**src/rtl/bpoe_defines.svh**
```systemverilog
`ifndef BPOE_DEFINES_SVH
`define BPOE_DEFINES_SVH

// opcode bytes of the three block output forms
`define BPOE_PREFIX 8'hED
`define BPOE_OP_INC_REP 8'hB3
`define BPOE_OP_DEC_ONE 8'hAB
`define BPOE_OP_DEC_REP 8'hBB

// clock states per machine cycle, one state per REF_CLK period
`define BPOE_T_FETCH1 3'h4
`define BPOE_T_FETCH2 3'h5
`define BPOE_T_MEMRD 3'h3
`define BPOE_T_IOWR 3'h4
`define BPOE_T_REPEAT 3'h5
// refresh occupies the first two states of the repeat cycle
`define BPOE_T_RFSH 3'h2
// instruction length stepped back on a repeat
`define BPOE_IP_STEP 16'h0002

// apb byte offsets
`define BPOE_OFS_CTRL 8'h00
`define BPOE_OFS_STATUS 8'h04
`define BPOE_OFS_POINTER 8'h08
`define BPOE_OFS_COUNT 8'h0C
`define BPOE_OFS_PORT 8'h10
`define BPOE_OFS_IPTR 8'h14
`define BPOE_OFS_FLAGS 8'h18

// control and status bits
`define BPOE_CTRL_START 0
`define BPOE_ST_BUSY 0
`define BPOE_ST_DONE 1
`define BPOE_ST_ILLEGAL 2
`define BPOE_ST_INTR 3

// condition flag positions
`define BPOE_FLG_CARRY 0
`define BPOE_FLG_SUB 1
`define BPOE_FLG_NIL 6

// reset values
`define BPOE_RST_BYTE 8'h00
`define BPOE_RST_WORD 16'h0000

`endif

```
**src/rtl/bpoe_pkg.sv**
```systemverilog
package bpoe_pkg;

  // one-hot execution phases
  typedef enum logic [5:0] {
    S_IDLE = 6'b000001,
    S_FETCH1 = 6'b000010,
    S_FETCH2 = 6'b000100,
    S_MEMRD = 6'b001000,
    S_IOWR = 6'b010000,
    S_REPEAT = 6'b100000
  } bpoe_state_t;

  // decoded instruction form
  typedef enum logic [2:0] {
    M_INC_REP = 3'b001,
    M_DEC_ONE = 3'b010,
    M_DEC_REP = 3'b100
  } bpoe_mode_t;

  // system bus drive toward memory and peripherals
  typedef struct packed {
    logic [15:0] addr;
    logic [7:0] dout;
    logic dout_oe;
    logic mem_rd;
    logic io_wr;
    logic rfsh;
  } bpoe_sysbus_t;

endpackage

```
**src/rtl/bpoe_exec.sv**
```systemverilog
`timescale 1ns/100ps
`include "bpoe_defines.svh"

module bpoe_exec #(
  parameter int APB_AW = 8
) (
  // clock and reset
  input wire logic REF_CLK,
  input wire logic RST,
  // apb slave
  input wire logic PSEL,
  input wire logic PENABLE,
  input wire logic PWRITE,
  input wire logic [APB_AW-1:0] PADDR,
  input wire logic [31:0] PWDATA,
  output logic [31:0] PRDATA,
  output logic PREADY,
  output logic PSLVERR,
  // system bus
  input wire logic [7:0] DATA_IN,
  input wire logic INT_REQ,
  output bpoe_pkg::bpoe_sysbus_t SYS_BUS,
  output logic INT_ACK
);
  import bpoe_pkg::*;

  // execution state
  bpoe_state_t state_q, state_d;
  bpoe_mode_t mode_q, mode_d;
  logic [2:0] tcnt_q, tcnt_d; // clock state within machine cycle
  // working registers
  logic [15:0] ptr_q, ptr_d; // pointer_pair
  logic [7:0] cnt_q, cnt_d; // count_reg
  logic [7:0] port_q, port_d; // port_reg
  logic [15:0] ip_q, ip_d; // instruction_pointer
  logic [7:0] flags_q, flags_d;
  logic [7:0] hold_q, hold_d; // byte fetched from memory
  logic [7:0] op1_q, op1_d; // first opcode byte
  logic [7:0] op2_q, op2_d; // second opcode byte
  logic [6:0] rfsh_q, rfsh_d; // refresh row counter
  // sticky status
  logic done_q, done_d;
  logic illegal_q, illegal_d;
  logic intr_q, intr_d;
  // outputs
  bpoe_sysbus_t bus_q, bus_d;
  logic int_ack_q, int_ack_d;
  logic [31:0] prdata_q, prdata_d;
  logic perr_q, perr_d;
  // pin synchronisers
  logic [7:0] din_s1_q, din_s2_q;
  logic int_s1_q, int_s2_q;

  // helpers
  logic t_last;
  logic apb_setup;
  logic apb_wr;
  logic idle;
  logic [7:0] cnt_dec;

  // length of each machine cycle in clock states
  function automatic logic [2:0] t_len(input bpoe_state_t s);
    logic [2:0] n;
    n = `BPOE_T_FETCH1;
    case (s)
      S_FETCH2: n = `BPOE_T_FETCH2;
      S_MEMRD: n = `BPOE_T_MEMRD;
      S_IOWR: n = `BPOE_T_IOWR;
      S_REPEAT: n = `BPOE_T_REPEAT;
      default: n = `BPOE_T_FETCH1;
    endcase
    return n;
  endfunction

  assign t_last = (tcnt_q == (t_len(state_q) - 3'h1));
  assign apb_setup = PSEL & ~PENABLE;
  // zero wait states, so every access phase completes
  assign apb_wr = PSEL & PENABLE & PWRITE;
  assign idle = (state_q == S_IDLE);
  assign cnt_dec = cnt_q - 8'h01; // wraps from zero to FF

  // outputs: data from flops, handshake combinational
  assign PRDATA = prdata_q;
  assign PREADY = 1'b1;
  assign PSLVERR = PSEL & PENABLE & perr_q;
  assign SYS_BUS = bus_q;
  assign INT_ACK = int_ack_q;

  // apb read data and error, captured in the setup cycle
  always_comb begin
    prdata_d = prdata_q;
    perr_d = perr_q;
    if (apb_setup) begin
      prdata_d = 32'h00000000;
      perr_d = 1'b0;
      if (PADDR == APB_AW'(`BPOE_OFS_CTRL)) begin
        prdata_d = {16'h0000, op1_q, op2_q};
      end else if (PADDR == APB_AW'(`BPOE_OFS_STATUS)) begin
        prdata_d[`BPOE_ST_BUSY] = ~idle;
        prdata_d[`BPOE_ST_DONE] = done_q;
        prdata_d[`BPOE_ST_ILLEGAL] = illegal_q;
        prdata_d[`BPOE_ST_INTR] = intr_q;
      end else if (PADDR == APB_AW'(`BPOE_OFS_POINTER)) begin
        prdata_d = {16'h0000, ptr_q};
      end else if (PADDR == APB_AW'(`BPOE_OFS_COUNT)) begin
        prdata_d = {24'h000000, cnt_q};
      end else if (PADDR == APB_AW'(`BPOE_OFS_PORT)) begin
        prdata_d = {24'h000000, port_q};
      end else if (PADDR == APB_AW'(`BPOE_OFS_IPTR)) begin
        prdata_d = {16'h0000, ip_q};
      end else if (PADDR == APB_AW'(`BPOE_OFS_FLAGS)) begin
        prdata_d = {24'h000000, flags_q};
      end else begin
        // unmapped or unaligned address
        perr_d = 1'b1;
      end
    end
  end

  // next values of the execution engine
  always_comb begin
    state_d = state_q;
    mode_d = mode_q;
    tcnt_d = tcnt_q + 3'h1;
    ptr_d = ptr_q;
    cnt_d = cnt_q;
    port_d = port_q;
    ip_d = ip_q;
    flags_d = flags_q;
    hold_d = hold_q;
    op1_d = op1_q;
    op2_d = op2_q;
    rfsh_d = rfsh_q;
    int_ack_d = 1'b0;
    // write one to clear; a set below overrides the clear
    done_d = done_q;
    illegal_d = illegal_q;
    intr_d = intr_q;
    if (apb_wr && (PADDR == APB_AW'(`BPOE_OFS_STATUS))) begin
      done_d = done_q & ~PWDATA[`BPOE_ST_DONE];
      illegal_d = illegal_q & ~PWDATA[`BPOE_ST_ILLEGAL];
      intr_d = intr_q & ~PWDATA[`BPOE_ST_INTR];
    end
    // software loads the working registers only while idle,
    // so a running transfer never sees a torn value
    if (apb_wr && idle) begin
      if (PADDR == APB_AW'(`BPOE_OFS_POINTER)) begin
        ptr_d = PWDATA[15:0];
      end else if (PADDR == APB_AW'(`BPOE_OFS_COUNT)) begin
        cnt_d = PWDATA[7:0];
      end else if (PADDR == APB_AW'(`BPOE_OFS_PORT)) begin
        port_d = PWDATA[7:0];
      end else if (PADDR == APB_AW'(`BPOE_OFS_IPTR)) begin
        ip_d = PWDATA[15:0];
      end else if (PADDR == APB_AW'(`BPOE_OFS_FLAGS)) begin
        flags_d = PWDATA[7:0];
      end
    end
    case (state_q)
      S_IDLE: begin
        tcnt_d = 3'h0;
        // start bit launches an instruction fetch at the instruction pointer
        if (apb_wr && (PADDR == APB_AW'(`BPOE_OFS_CTRL)) && PWDATA[`BPOE_CTRL_START]) begin
          state_d = S_FETCH1;
        end
      end
      S_FETCH1: begin
        if (t_last) begin
          op1_d = din_s2_q;
          tcnt_d = 3'h0;
          state_d = S_FETCH2;
        end
      end
      S_FETCH2: begin
        if (t_last) begin
          op2_d = din_s2_q;
          tcnt_d = 3'h0;
          state_d = S_MEMRD;
          ip_d = ip_q + `BPOE_IP_STEP;
          if (op1_q != `BPOE_PREFIX) begin
            state_d = S_IDLE;
            ip_d = ip_q;
            illegal_d = 1'b1;
          end else if (din_s2_q == `BPOE_OP_INC_REP) begin
            mode_d = M_INC_REP;
          end else if (din_s2_q == `BPOE_OP_DEC_ONE) begin
            mode_d = M_DEC_ONE;
          end else if (din_s2_q == `BPOE_OP_DEC_REP) begin
            mode_d = M_DEC_REP;
          end else begin
            // other opcodes are not handled here
            state_d = S_IDLE;
            ip_d = ip_q;
            illegal_d = 1'b1;
          end
        end
      end
      S_MEMRD: begin
        if (t_last) begin
          hold_d = din_s2_q;
          cnt_d = cnt_dec;
          flags_d[`BPOE_FLG_SUB] = 1'b1;
          // undefined flags keep their old value, carry untouched
          if (mode_q == M_DEC_ONE) begin
            flags_d[`BPOE_FLG_NIL] = (cnt_dec == 8'h00);
          end else begin
            flags_d[`BPOE_FLG_NIL] = 1'b1;
          end
          tcnt_d = 3'h0;
          state_d = S_IOWR;
        end
      end
      S_IOWR: begin
        if (t_last) begin
          tcnt_d = 3'h0;
          if (mode_q == M_INC_REP) begin
            ptr_d = ptr_q + 16'h0001;
          end else begin
            ptr_d = ptr_q - 16'h0001;
          end
          if ((mode_q != M_DEC_ONE) && (cnt_q != 8'h00)) begin
            ip_d = ip_q - `BPOE_IP_STEP;
            state_d = S_REPEAT;
          end else begin
            state_d = S_IDLE;
            done_d = 1'b1;
          end
        end
      end
      S_REPEAT: begin
        if (tcnt_q < `BPOE_T_RFSH) begin
          rfsh_d = rfsh_q + 7'h01;
        end
        if (t_last) begin
          tcnt_d = 3'h0;
          // pending interrupt is taken between bytes; the pointer
          // already points back at the instruction, so a restart resumes
          if (int_s2_q) begin
            state_d = S_IDLE;
            intr_d = 1'b1;
            int_ack_d = 1'b1;
          end else begin
            state_d = S_FETCH1;
          end
        end
      end
      default: begin
        state_d = S_IDLE;
        tcnt_d = 3'h0;
      end
    endcase
  end

  // bus drive follows the next phase so it is valid for the whole cycle
  always_comb begin
    bus_d = '0;
    case (state_d)
      S_FETCH1: begin
        bus_d.addr = ip_d;
        bus_d.mem_rd = 1'b1;
      end
      S_FETCH2: begin
        bus_d.addr = ip_d + 16'h0001;
        bus_d.mem_rd = 1'b1;
      end
      S_MEMRD: begin
        bus_d.addr = ptr_d;
        bus_d.mem_rd = 1'b1;
      end
      S_IOWR: begin
        bus_d.addr = {cnt_d, port_d};
        bus_d.dout = hold_d;
        bus_d.dout_oe = 1'b1;
        bus_d.io_wr = 1'b1;
      end
      S_REPEAT: begin
        if (tcnt_d < `BPOE_T_RFSH) begin
          bus_d.addr = {9'h000, rfsh_d};
          bus_d.rfsh = 1'b1;
        end
      end
      default: begin
        bus_d = '0;
      end
    endcase
  end

  // all state registers
  always_ff @(posedge REF_CLK or posedge RST) begin
    if (RST) begin
      state_q <= S_IDLE;
      mode_q <= M_DEC_ONE;
      tcnt_q <= 3'h0;
      ptr_q <= `BPOE_RST_WORD;
      cnt_q <= `BPOE_RST_BYTE;
      port_q <= `BPOE_RST_BYTE;
      ip_q <= `BPOE_RST_WORD;
      flags_q <= `BPOE_RST_BYTE;
      hold_q <= `BPOE_RST_BYTE;
      op1_q <= `BPOE_RST_BYTE;
      op2_q <= `BPOE_RST_BYTE;
      rfsh_q <= 7'h00;
      done_q <= 1'b0;
      illegal_q <= 1'b0;
      intr_q <= 1'b0;
      bus_q <= '0;
      int_ack_q <= 1'b0;
      prdata_q <= 32'h00000000;
      perr_q <= 1'b0;
      din_s1_q <= `BPOE_RST_BYTE;
      din_s2_q <= `BPOE_RST_BYTE;
      int_s1_q <= 1'b0;
      int_s2_q <= 1'b0;
    end else begin
      state_q <= state_d;
      mode_q <= mode_d;
      tcnt_q <= tcnt_d;
      ptr_q <= ptr_d;
      cnt_q <= cnt_d;
      port_q <= port_d;
      ip_q <= ip_d;
      flags_q <= flags_d;
      hold_q <= hold_d;
      op1_q <= op1_d;
      op2_q <= op2_d;
      rfsh_q <= rfsh_d;
      done_q <= done_d;
      illegal_q <= illegal_d;
      intr_q <= intr_d;
      bus_q <= bus_d;
      int_ack_q <= int_ack_d;
      prdata_q <= prdata_d;
      perr_q <= perr_d;
      // pins pass two flops before any use
      din_s1_q <= DATA_IN;
      din_s2_q <= din_s1_q;
      int_s1_q <= INT_REQ;
      int_s2_q <= int_s1_q;
    end
  end

  // checks
  property p_prefix;
    @(posedge REF_CLK) disable iff (RST)
    (state_q == S_FETCH2) ##1 (state_q == S_MEMRD) |-> op1_q == `BPOE_PREFIX;
  endproperty
  a_prefix: assert property (p_prefix) else $error("executed without ED prefix");

  property p_decode;
    @(posedge REF_CLK) disable iff (RST)
    $rose(state_q == S_MEMRD) |->
      ((op2_q == `BPOE_OP_INC_REP) == (mode_q == M_INC_REP)) && ((op2_q == `BPOE_OP_DEC_REP) == (mode_q == M_DEC_REP));
  endproperty
  a_decode: assert property (p_decode) else $error("second byte decoded to wrong form");

  property p_single;
    @(posedge REF_CLK) disable iff (RST)
    (state_q == S_IOWR) && t_last && (mode_q == M_DEC_ONE) |=>
      (state_q == S_IDLE) && (ptr_q == $past(ptr_q) - 16'h0001) && done_q;
  endproperty
  a_single: assert property (p_single) else $error("single form did not end with pointer minus one");

  property p_io_cycle;
    @(posedge REF_CLK) disable iff (RST)
    (state_q == S_IOWR) |->
      bus_q.io_wr && bus_q.dout_oe && (bus_q.addr == {cnt_q, port_q}) && (bus_q.dout == hold_q);
  endproperty
  a_io_cycle: assert property (p_io_cycle) else $error("output cycle address or data wrong");

  property p_count_dec;
    @(posedge REF_CLK) disable iff (RST)
    (state_q == S_MEMRD) && t_last |=> (cnt_q == $past(cnt_q) - 8'h01) && (state_q == S_IOWR);
  endproperty
  a_count_dec: assert property (p_count_dec) else $error("count not decremented before output");

  property p_inc_ptr;
    @(posedge REF_CLK) disable iff (RST)
    (state_q == S_IOWR) && t_last && (mode_q == M_INC_REP) |=> ptr_q == $past(ptr_q) + 16'h0001;
  endproperty
  a_inc_ptr: assert property (p_inc_ptr) else $error("incrementing form did not add one");

  property p_repeat;
    @(posedge REF_CLK) disable iff (RST)
    (state_q == S_IOWR) && t_last && (mode_q != M_DEC_ONE) && (cnt_q != 8'h00) |=>
      (ip_q == $past(ip_q) - `BPOE_IP_STEP) ##0 (state_q == S_REPEAT) [*5] ##1 (state_q != S_REPEAT);
  endproperty
  a_repeat: assert property (p_repeat) else $error("repeat pass wrong pointer or length");

  property p_final;
    @(posedge REF_CLK) disable iff (RST)
    (state_q == S_IOWR) && t_last && (cnt_q == 8'h00) |=> (state_q == S_IDLE) && done_q;
  endproperty
  a_final: assert property (p_final) else $error("repeat did not end at zero count");

  // an undecodable opcode drops to idle right after the second fetch
  property p_timing;
    @(posedge REF_CLK) disable iff (RST)
    $rose(state_q == S_FETCH1) |->
      (state_q == S_FETCH1) [*4] ##1 (state_q == S_FETCH2) [*5]
      ##1 (((state_q == S_MEMRD) [*3] ##1 (state_q == S_IOWR) [*4]) or (state_q == S_IDLE));
  endproperty
  a_timing: assert property (p_timing) else $error("machine cycle lengths wrong");

  property p_refresh;
    @(posedge REF_CLK) disable iff (RST)
    $rose(state_q == S_REPEAT) |-> bus_q.rfsh [*2] ##1 !bus_q.rfsh;
  endproperty
  a_refresh: assert property (p_refresh) else $error("two refresh cycles missing");

  property p_flags;
    @(posedge REF_CLK) disable iff (RST)
    (state_q == S_MEMRD) && t_last |=>
      flags_q[`BPOE_FLG_SUB] && (flags_q[`BPOE_FLG_CARRY] == $past(flags_q[`BPOE_FLG_CARRY]))
      && (flags_q[`BPOE_FLG_NIL] == ((mode_q != M_DEC_ONE) || (cnt_q == 8'h00)));
  endproperty
  a_flags: assert property (p_flags) else $error("condition flags wrong after decrement");

endmodule

```
**config.mk**
```make
export PLATFORM = sky130hd
export DESIGN_NAME = bpoe_exec
export DESIGN_NICKNAME = d
export VERILOG_FILES = /design/src/rtl/bpoe_pkg.sv /design/src/rtl/bpoe_exec.sv
export VERILOG_INCLUDE_DIRS = /design/src /design/src/rtl
export SDC_FILE = /design/constraint.sdc
export NUM_CORES = 1
export LEC_CHECK = 0
export BUFFER_PORTS_ARGS = -buffer_cell sky130_fd_sc_hd__buf_2
export CORE_AREA = 2 2 124 216
export CTS_CLUSTER_DIAMETER = 80
export CTS_CLUSTER_SIZE = 25
export DETAILED_ROUTE_END_ITERATION = 10
export DIE_AREA = 0 0 126 218
export RECOVER_POWER = 50
export SYNTH_ARGS = -nofsm -noshare
export SYNTH_HDL_FRONTEND = slang
export SYNTH_SLANG_ARGS = --single-unit
```
**constraint.sdc**
```tcl
create_clock -name REF_CLK -period 5.6 [get_ports REF_CLK]
set_input_delay 0.84 -clock REF_CLK [delete_from_list [all_inputs] [get_ports REF_CLK]]
set_output_delay 0.84 -clock REF_CLK [all_outputs]
set_load 0.02 [all_outputs]
```
==> out/qor.log <==
INFO  outcome        outcome=finished, violations left
INFO  outcome        violated_checks=max-capacitance violations, max-slew violations
INFO  die            die_area=27470um2
INFO  setup_path     worstSetupPathType=input pin to register
INFO  timing         final_max_slew_viol_count=129
INFO  timing         rsz0062_at_grt=false
INFO  grt            grt_use_total=24.53%
INFO  logic_synthesis ys_warn_count=0
INFO  logic_synthesis synth_seq_area_share=42.89%
INFO  setup_path     rr_startpoint=state_q[1]
INFO  worst_hold_path hold_class=register to register
INFO  route          first_pass_iters=6
INFO  logic_synthesis synth.top_cells.by_count=173 x nand2_1, 163 x dfrtp_1, 74 x nor2_1, 65 x a21oi_1, 58 x o21ai_0
INFO  clock_tree     cts-root-buf=clkbuf_16
INFO  setup_path     startpoint_type=input pin
INFO  final_layout   final_util=41.95%
INFO  clock_tree     cts.path.max_buffers=2
INFO  timing         totalNegativeSetupSlack=0ns
INFO  grt            grt_pass1_wl=50430um
INFO  timing         hold_violations=0
INFO  power          powerDensity=249.8nW/um2
INFO  setup_path     critical_path.startpoint=PADDR[4]
INFO  clock_tree     tritoncts_clock_tree=yes
INFO  setup_path     cp_cell_sequence=buf_2 -> or4_1 -> nor2_1 -> a41oi_2 -> o311a_1 -> a21oi_4 -> o21ai_0 -> ha_1 -> nand2_1 -> nor2_1 -> o311ai_0
INFO  die            placeableCoreArea=25760um2
INFO  setup_path     regToRegSetupSlack=1.34ns
INFO  logic_synthesis synth_flop_cell=dfrtp_1
INFO  setup_path     r2r_cells=10
INFO  grt            grt_start_max_net_pins=68
INFO  power          total_power=0.002700W
INFO  placement      place_area=10260um2
INFO  clock_tree     htree_num_levels=4
INFO  clock_tree     postCtsHoldBufs=0
INFO  die            die_h=218um
INFO  route          wl_per_cell=22.81um
INFO  setup_path     crit_required=5.87ns
INFO  timing         fin_worst_skew=0.01340ns
INFO  grt            grt_antenna_before_repair=0
INFO  timing         finalSetupViolCount=0
INFO  clock_tree     clk_pin_slew_worst_paths=0.07ns
INFO  route          finalWirelength=33200um
INFO  logic_synthesis synth-edff-count=0
INFO  die            row_count=78
INFO  route          ant_nets=0
INFO  logic_synthesis average_instance_area_after_synthesis=9.062um2
INFO  logic_synthesis yosys.cell_count.top_type=nand2_1
INFO  placement      dpl.hpwl=25490um
INFO  die            floorplan.initialDensity=37.39%
INFO  placement      io_buffers=83
INFO  clock_tree     cts_num_sinks=165
INFO  timing         worst_slew_pin_slew=2.981ns
INFO  timing         relSlewSlack=-99.86%
INFO  timing         fin_worst_hold_slack=0.3505ns
INFO  final_layout   post_route_cells_drive_above_1_share=11.89%
INFO  timing         max_freq=232.2MHz
INFO  setup_path     critical-path-top-cell-by-count=nor2_1
INFO  final_layout   final_antenna_diode_count=0
INFO  setup_path     cp_data_arrival_time=4.58ns
INFO  power          static-leakage-power=4.808nW
INFO  final_layout   postLayoutCellArea=10810um2
INFO  setup_path     setup.worst_path.end=SYS_BUS[18]
INFO  setup_path     critical_path.slowest_cell=o311ai_0
INFO  clock_tree     clock_insertion_delay_worst_skew=0.45ns
INFO  final_layout   nets=1198
INFO  logic_synthesis synth_cells=1063
INFO  timing         layout_min_cycle_time=4.307ns
INFO  placement      place_congestion=0.9808
INFO  logic_synthesis synthTopCellsByArea=dfrtp_1 42%, nand2_1 6.7%, a21oi_1 3.4%
INFO  grt            first_global_vias=8291
INFO  clock_tree     postCtsResizedCells=0
INFO  timing         post-route-period-util=76.91%
INFO  route          drc_errors=0
INFO  clock_tree     post_cts_setup_buffers=0
INFO  setup_path     critical_path_peak_fanout=17
INFO  setup_path     cp_max_stage_delay=0.61ns
INFO  logic_synthesis synth_top_cell_by_area=dfrtp_1
INFO  route          routed_via_density=5.792
INFO  die            die_x=126um
INFO  job            maxCapViolations=2
INFO  logic_synthesis synth_async_sr_flop_share=100.0%
INFO  setup_path     critical_path.endpoint_type=register
INFO  logic_synthesis synth_top_area_share=42.34%
INFO  clock_tree     numCtsBuffers=17
INFO  die            ioPinCount=117
INFO  grt            total_congestion_overflow_after_global_routing=0
INFO  final_layout   syn_to_final_growth=12.21%
INFO  setup_path     r2r-end=SYS_BUS[18]
INFO  logic_synthesis postSynthRegisterBits=165
INFO  route          dr_total_vias=8427
INFO  logic_synthesis synth_cell_type_count=91
INFO  power          vdd.ir_drop.worst=232.9uV
INFO  logic_synthesis post_synth_instance_area=9633um2
INFO  route          detail_route.iter0.violations=776
-- metal layers --
metal | global-route usage (%) | vias up | wire length [um]
met4 | 18.35 | 0 | 2727
met2 | 43.35 | 294 | 17210
met5 | 0 | - | 0
met1 | 26.05 | 4084 | 11770
li1 | - | 3932 | -
met3 | 3.778 | 117 | 1489
-- placed cells by master, fill, tap and decap left out, types with 6 or more instances in the layout --
master     instances
nand2_1          173
dfrtp_1          163
nor2_1            74
a21oi_1           65
o21ai_0           58
clkbuf_1          47
buf_2             37
nor3_1            34
inv_1             29
xnor2_1           28
nand3_1           23
ha_1              21
mux2i_1           19
a222oi_1          18
conb_1            17
clkbuf_16         17
and2_1            16
nand4_1           15
mux2_2            14
and3_1            13
xor2_1            13
buf_4             13
a21o_1            12
nand2b_1           9
nor2b_1            9
a22oi_1            9
or3_1              8
nor3b_1            8
a211oi_1           8
o211ai_1           8
o22ai_1            8
nor4_1             7
a31oi_1            7
clkinv_8           7
o21a_1             6
o21ai_1            6
-- cell type report --
class | instances | area (um2)
timing repair buffer | 98 | 464.2
multi-input combinational | 810 | 5087
sequential | 165 | 4131
clock buffer | 17 | 425.4
tap | 320 | 400.4
clock inverter | 15 | 186.4
fill | 2626 | 14960
inverter | 30 | 113.9
-- logic make-up (layout without fill, tap and decap cells) --
kind of cell | Yosys count | in the layout | share of synthesized area, %
AO/OA/AOI/OAI | 274 | 274 | 20.25
buffers and inverters | 103 | 160 | 4.949
other | 2 | 17 | 0.07796
XOR/XNOR | 41 | 41 | 3.728
adder cells (fa/ha/maj) | 22 | 22 | 2.935
AND/OR/NAND/NOR | 423 | 423 | 21.56
multiplexers | 33 | 33 | 3.611
flip-flops | 165 | 165 | 42.89
-- registers in the layout (all words and copies together), names as in the netlist, 3 cells and up --
name	cells
op1_q	8
rfsh_q	7
op2_q	8
SYS_BUS	27
PRDATA	16
hold_q	8
din_s2_q	8
ip_q	16
flags_q	8
state_q	6
mode_q	3
din_s1_q	8
cnt_q	8
ptr_q	16
port_q	8
tcnt_q	3
-- where the power goes --
group	internal [W]	total [W]	switching (W)
clock	0.000605	0.00119	0.000586
sequential	0.00122	0.00127	0.0000565
combinational	0.0000819	0.000238	0.000156
total	0.00190	0.00270	0.000798
-- worst min path at each step --
| stage | slack, ns | cells past startpoint | end | start |
|---|---|---|---|---|
| floorplan | 0.33 | 0 | din_s2_q[0] | din_s1_q[0] |
| global placement | 0.33 | 0 | int_s2_q | int_s1_q |
| detailed placement | 0.33 | 0 | din_s2_q[4] | din_s1_q[4] |
| CTS | 0.35 | 0 | din_s2_q[4] | din_s1_q[4] |
| global route | 0.36 | 0 | din_s2_q[4] | din_s1_q[4] |
| finish | 0.35 | 0 | din_s2_q[4] | din_s1_q[4] |
-- worst max-delay path, delay by kind of cell --
kind	cells	cell delay [ns]
adder cells (fa/ha/maj)	1	0.32
AO/OA/AOI/OAI	5	2.08
buffers and inverters	1	0.20
AND/OR/NAND/NOR	4	1.13
-- stage by stage --
step           setup WS (ns)  std cells
2_1_floorplan         0.3016       1078
3_3_place_gp          0.8867       1423
3_5_place_dp          0.9611       1423
4_1_cts                1.376       1455
5_1_grt                1.051       1455
6_report               1.293       1455
No activity file was read; power rests on OpenSTA's default activity.
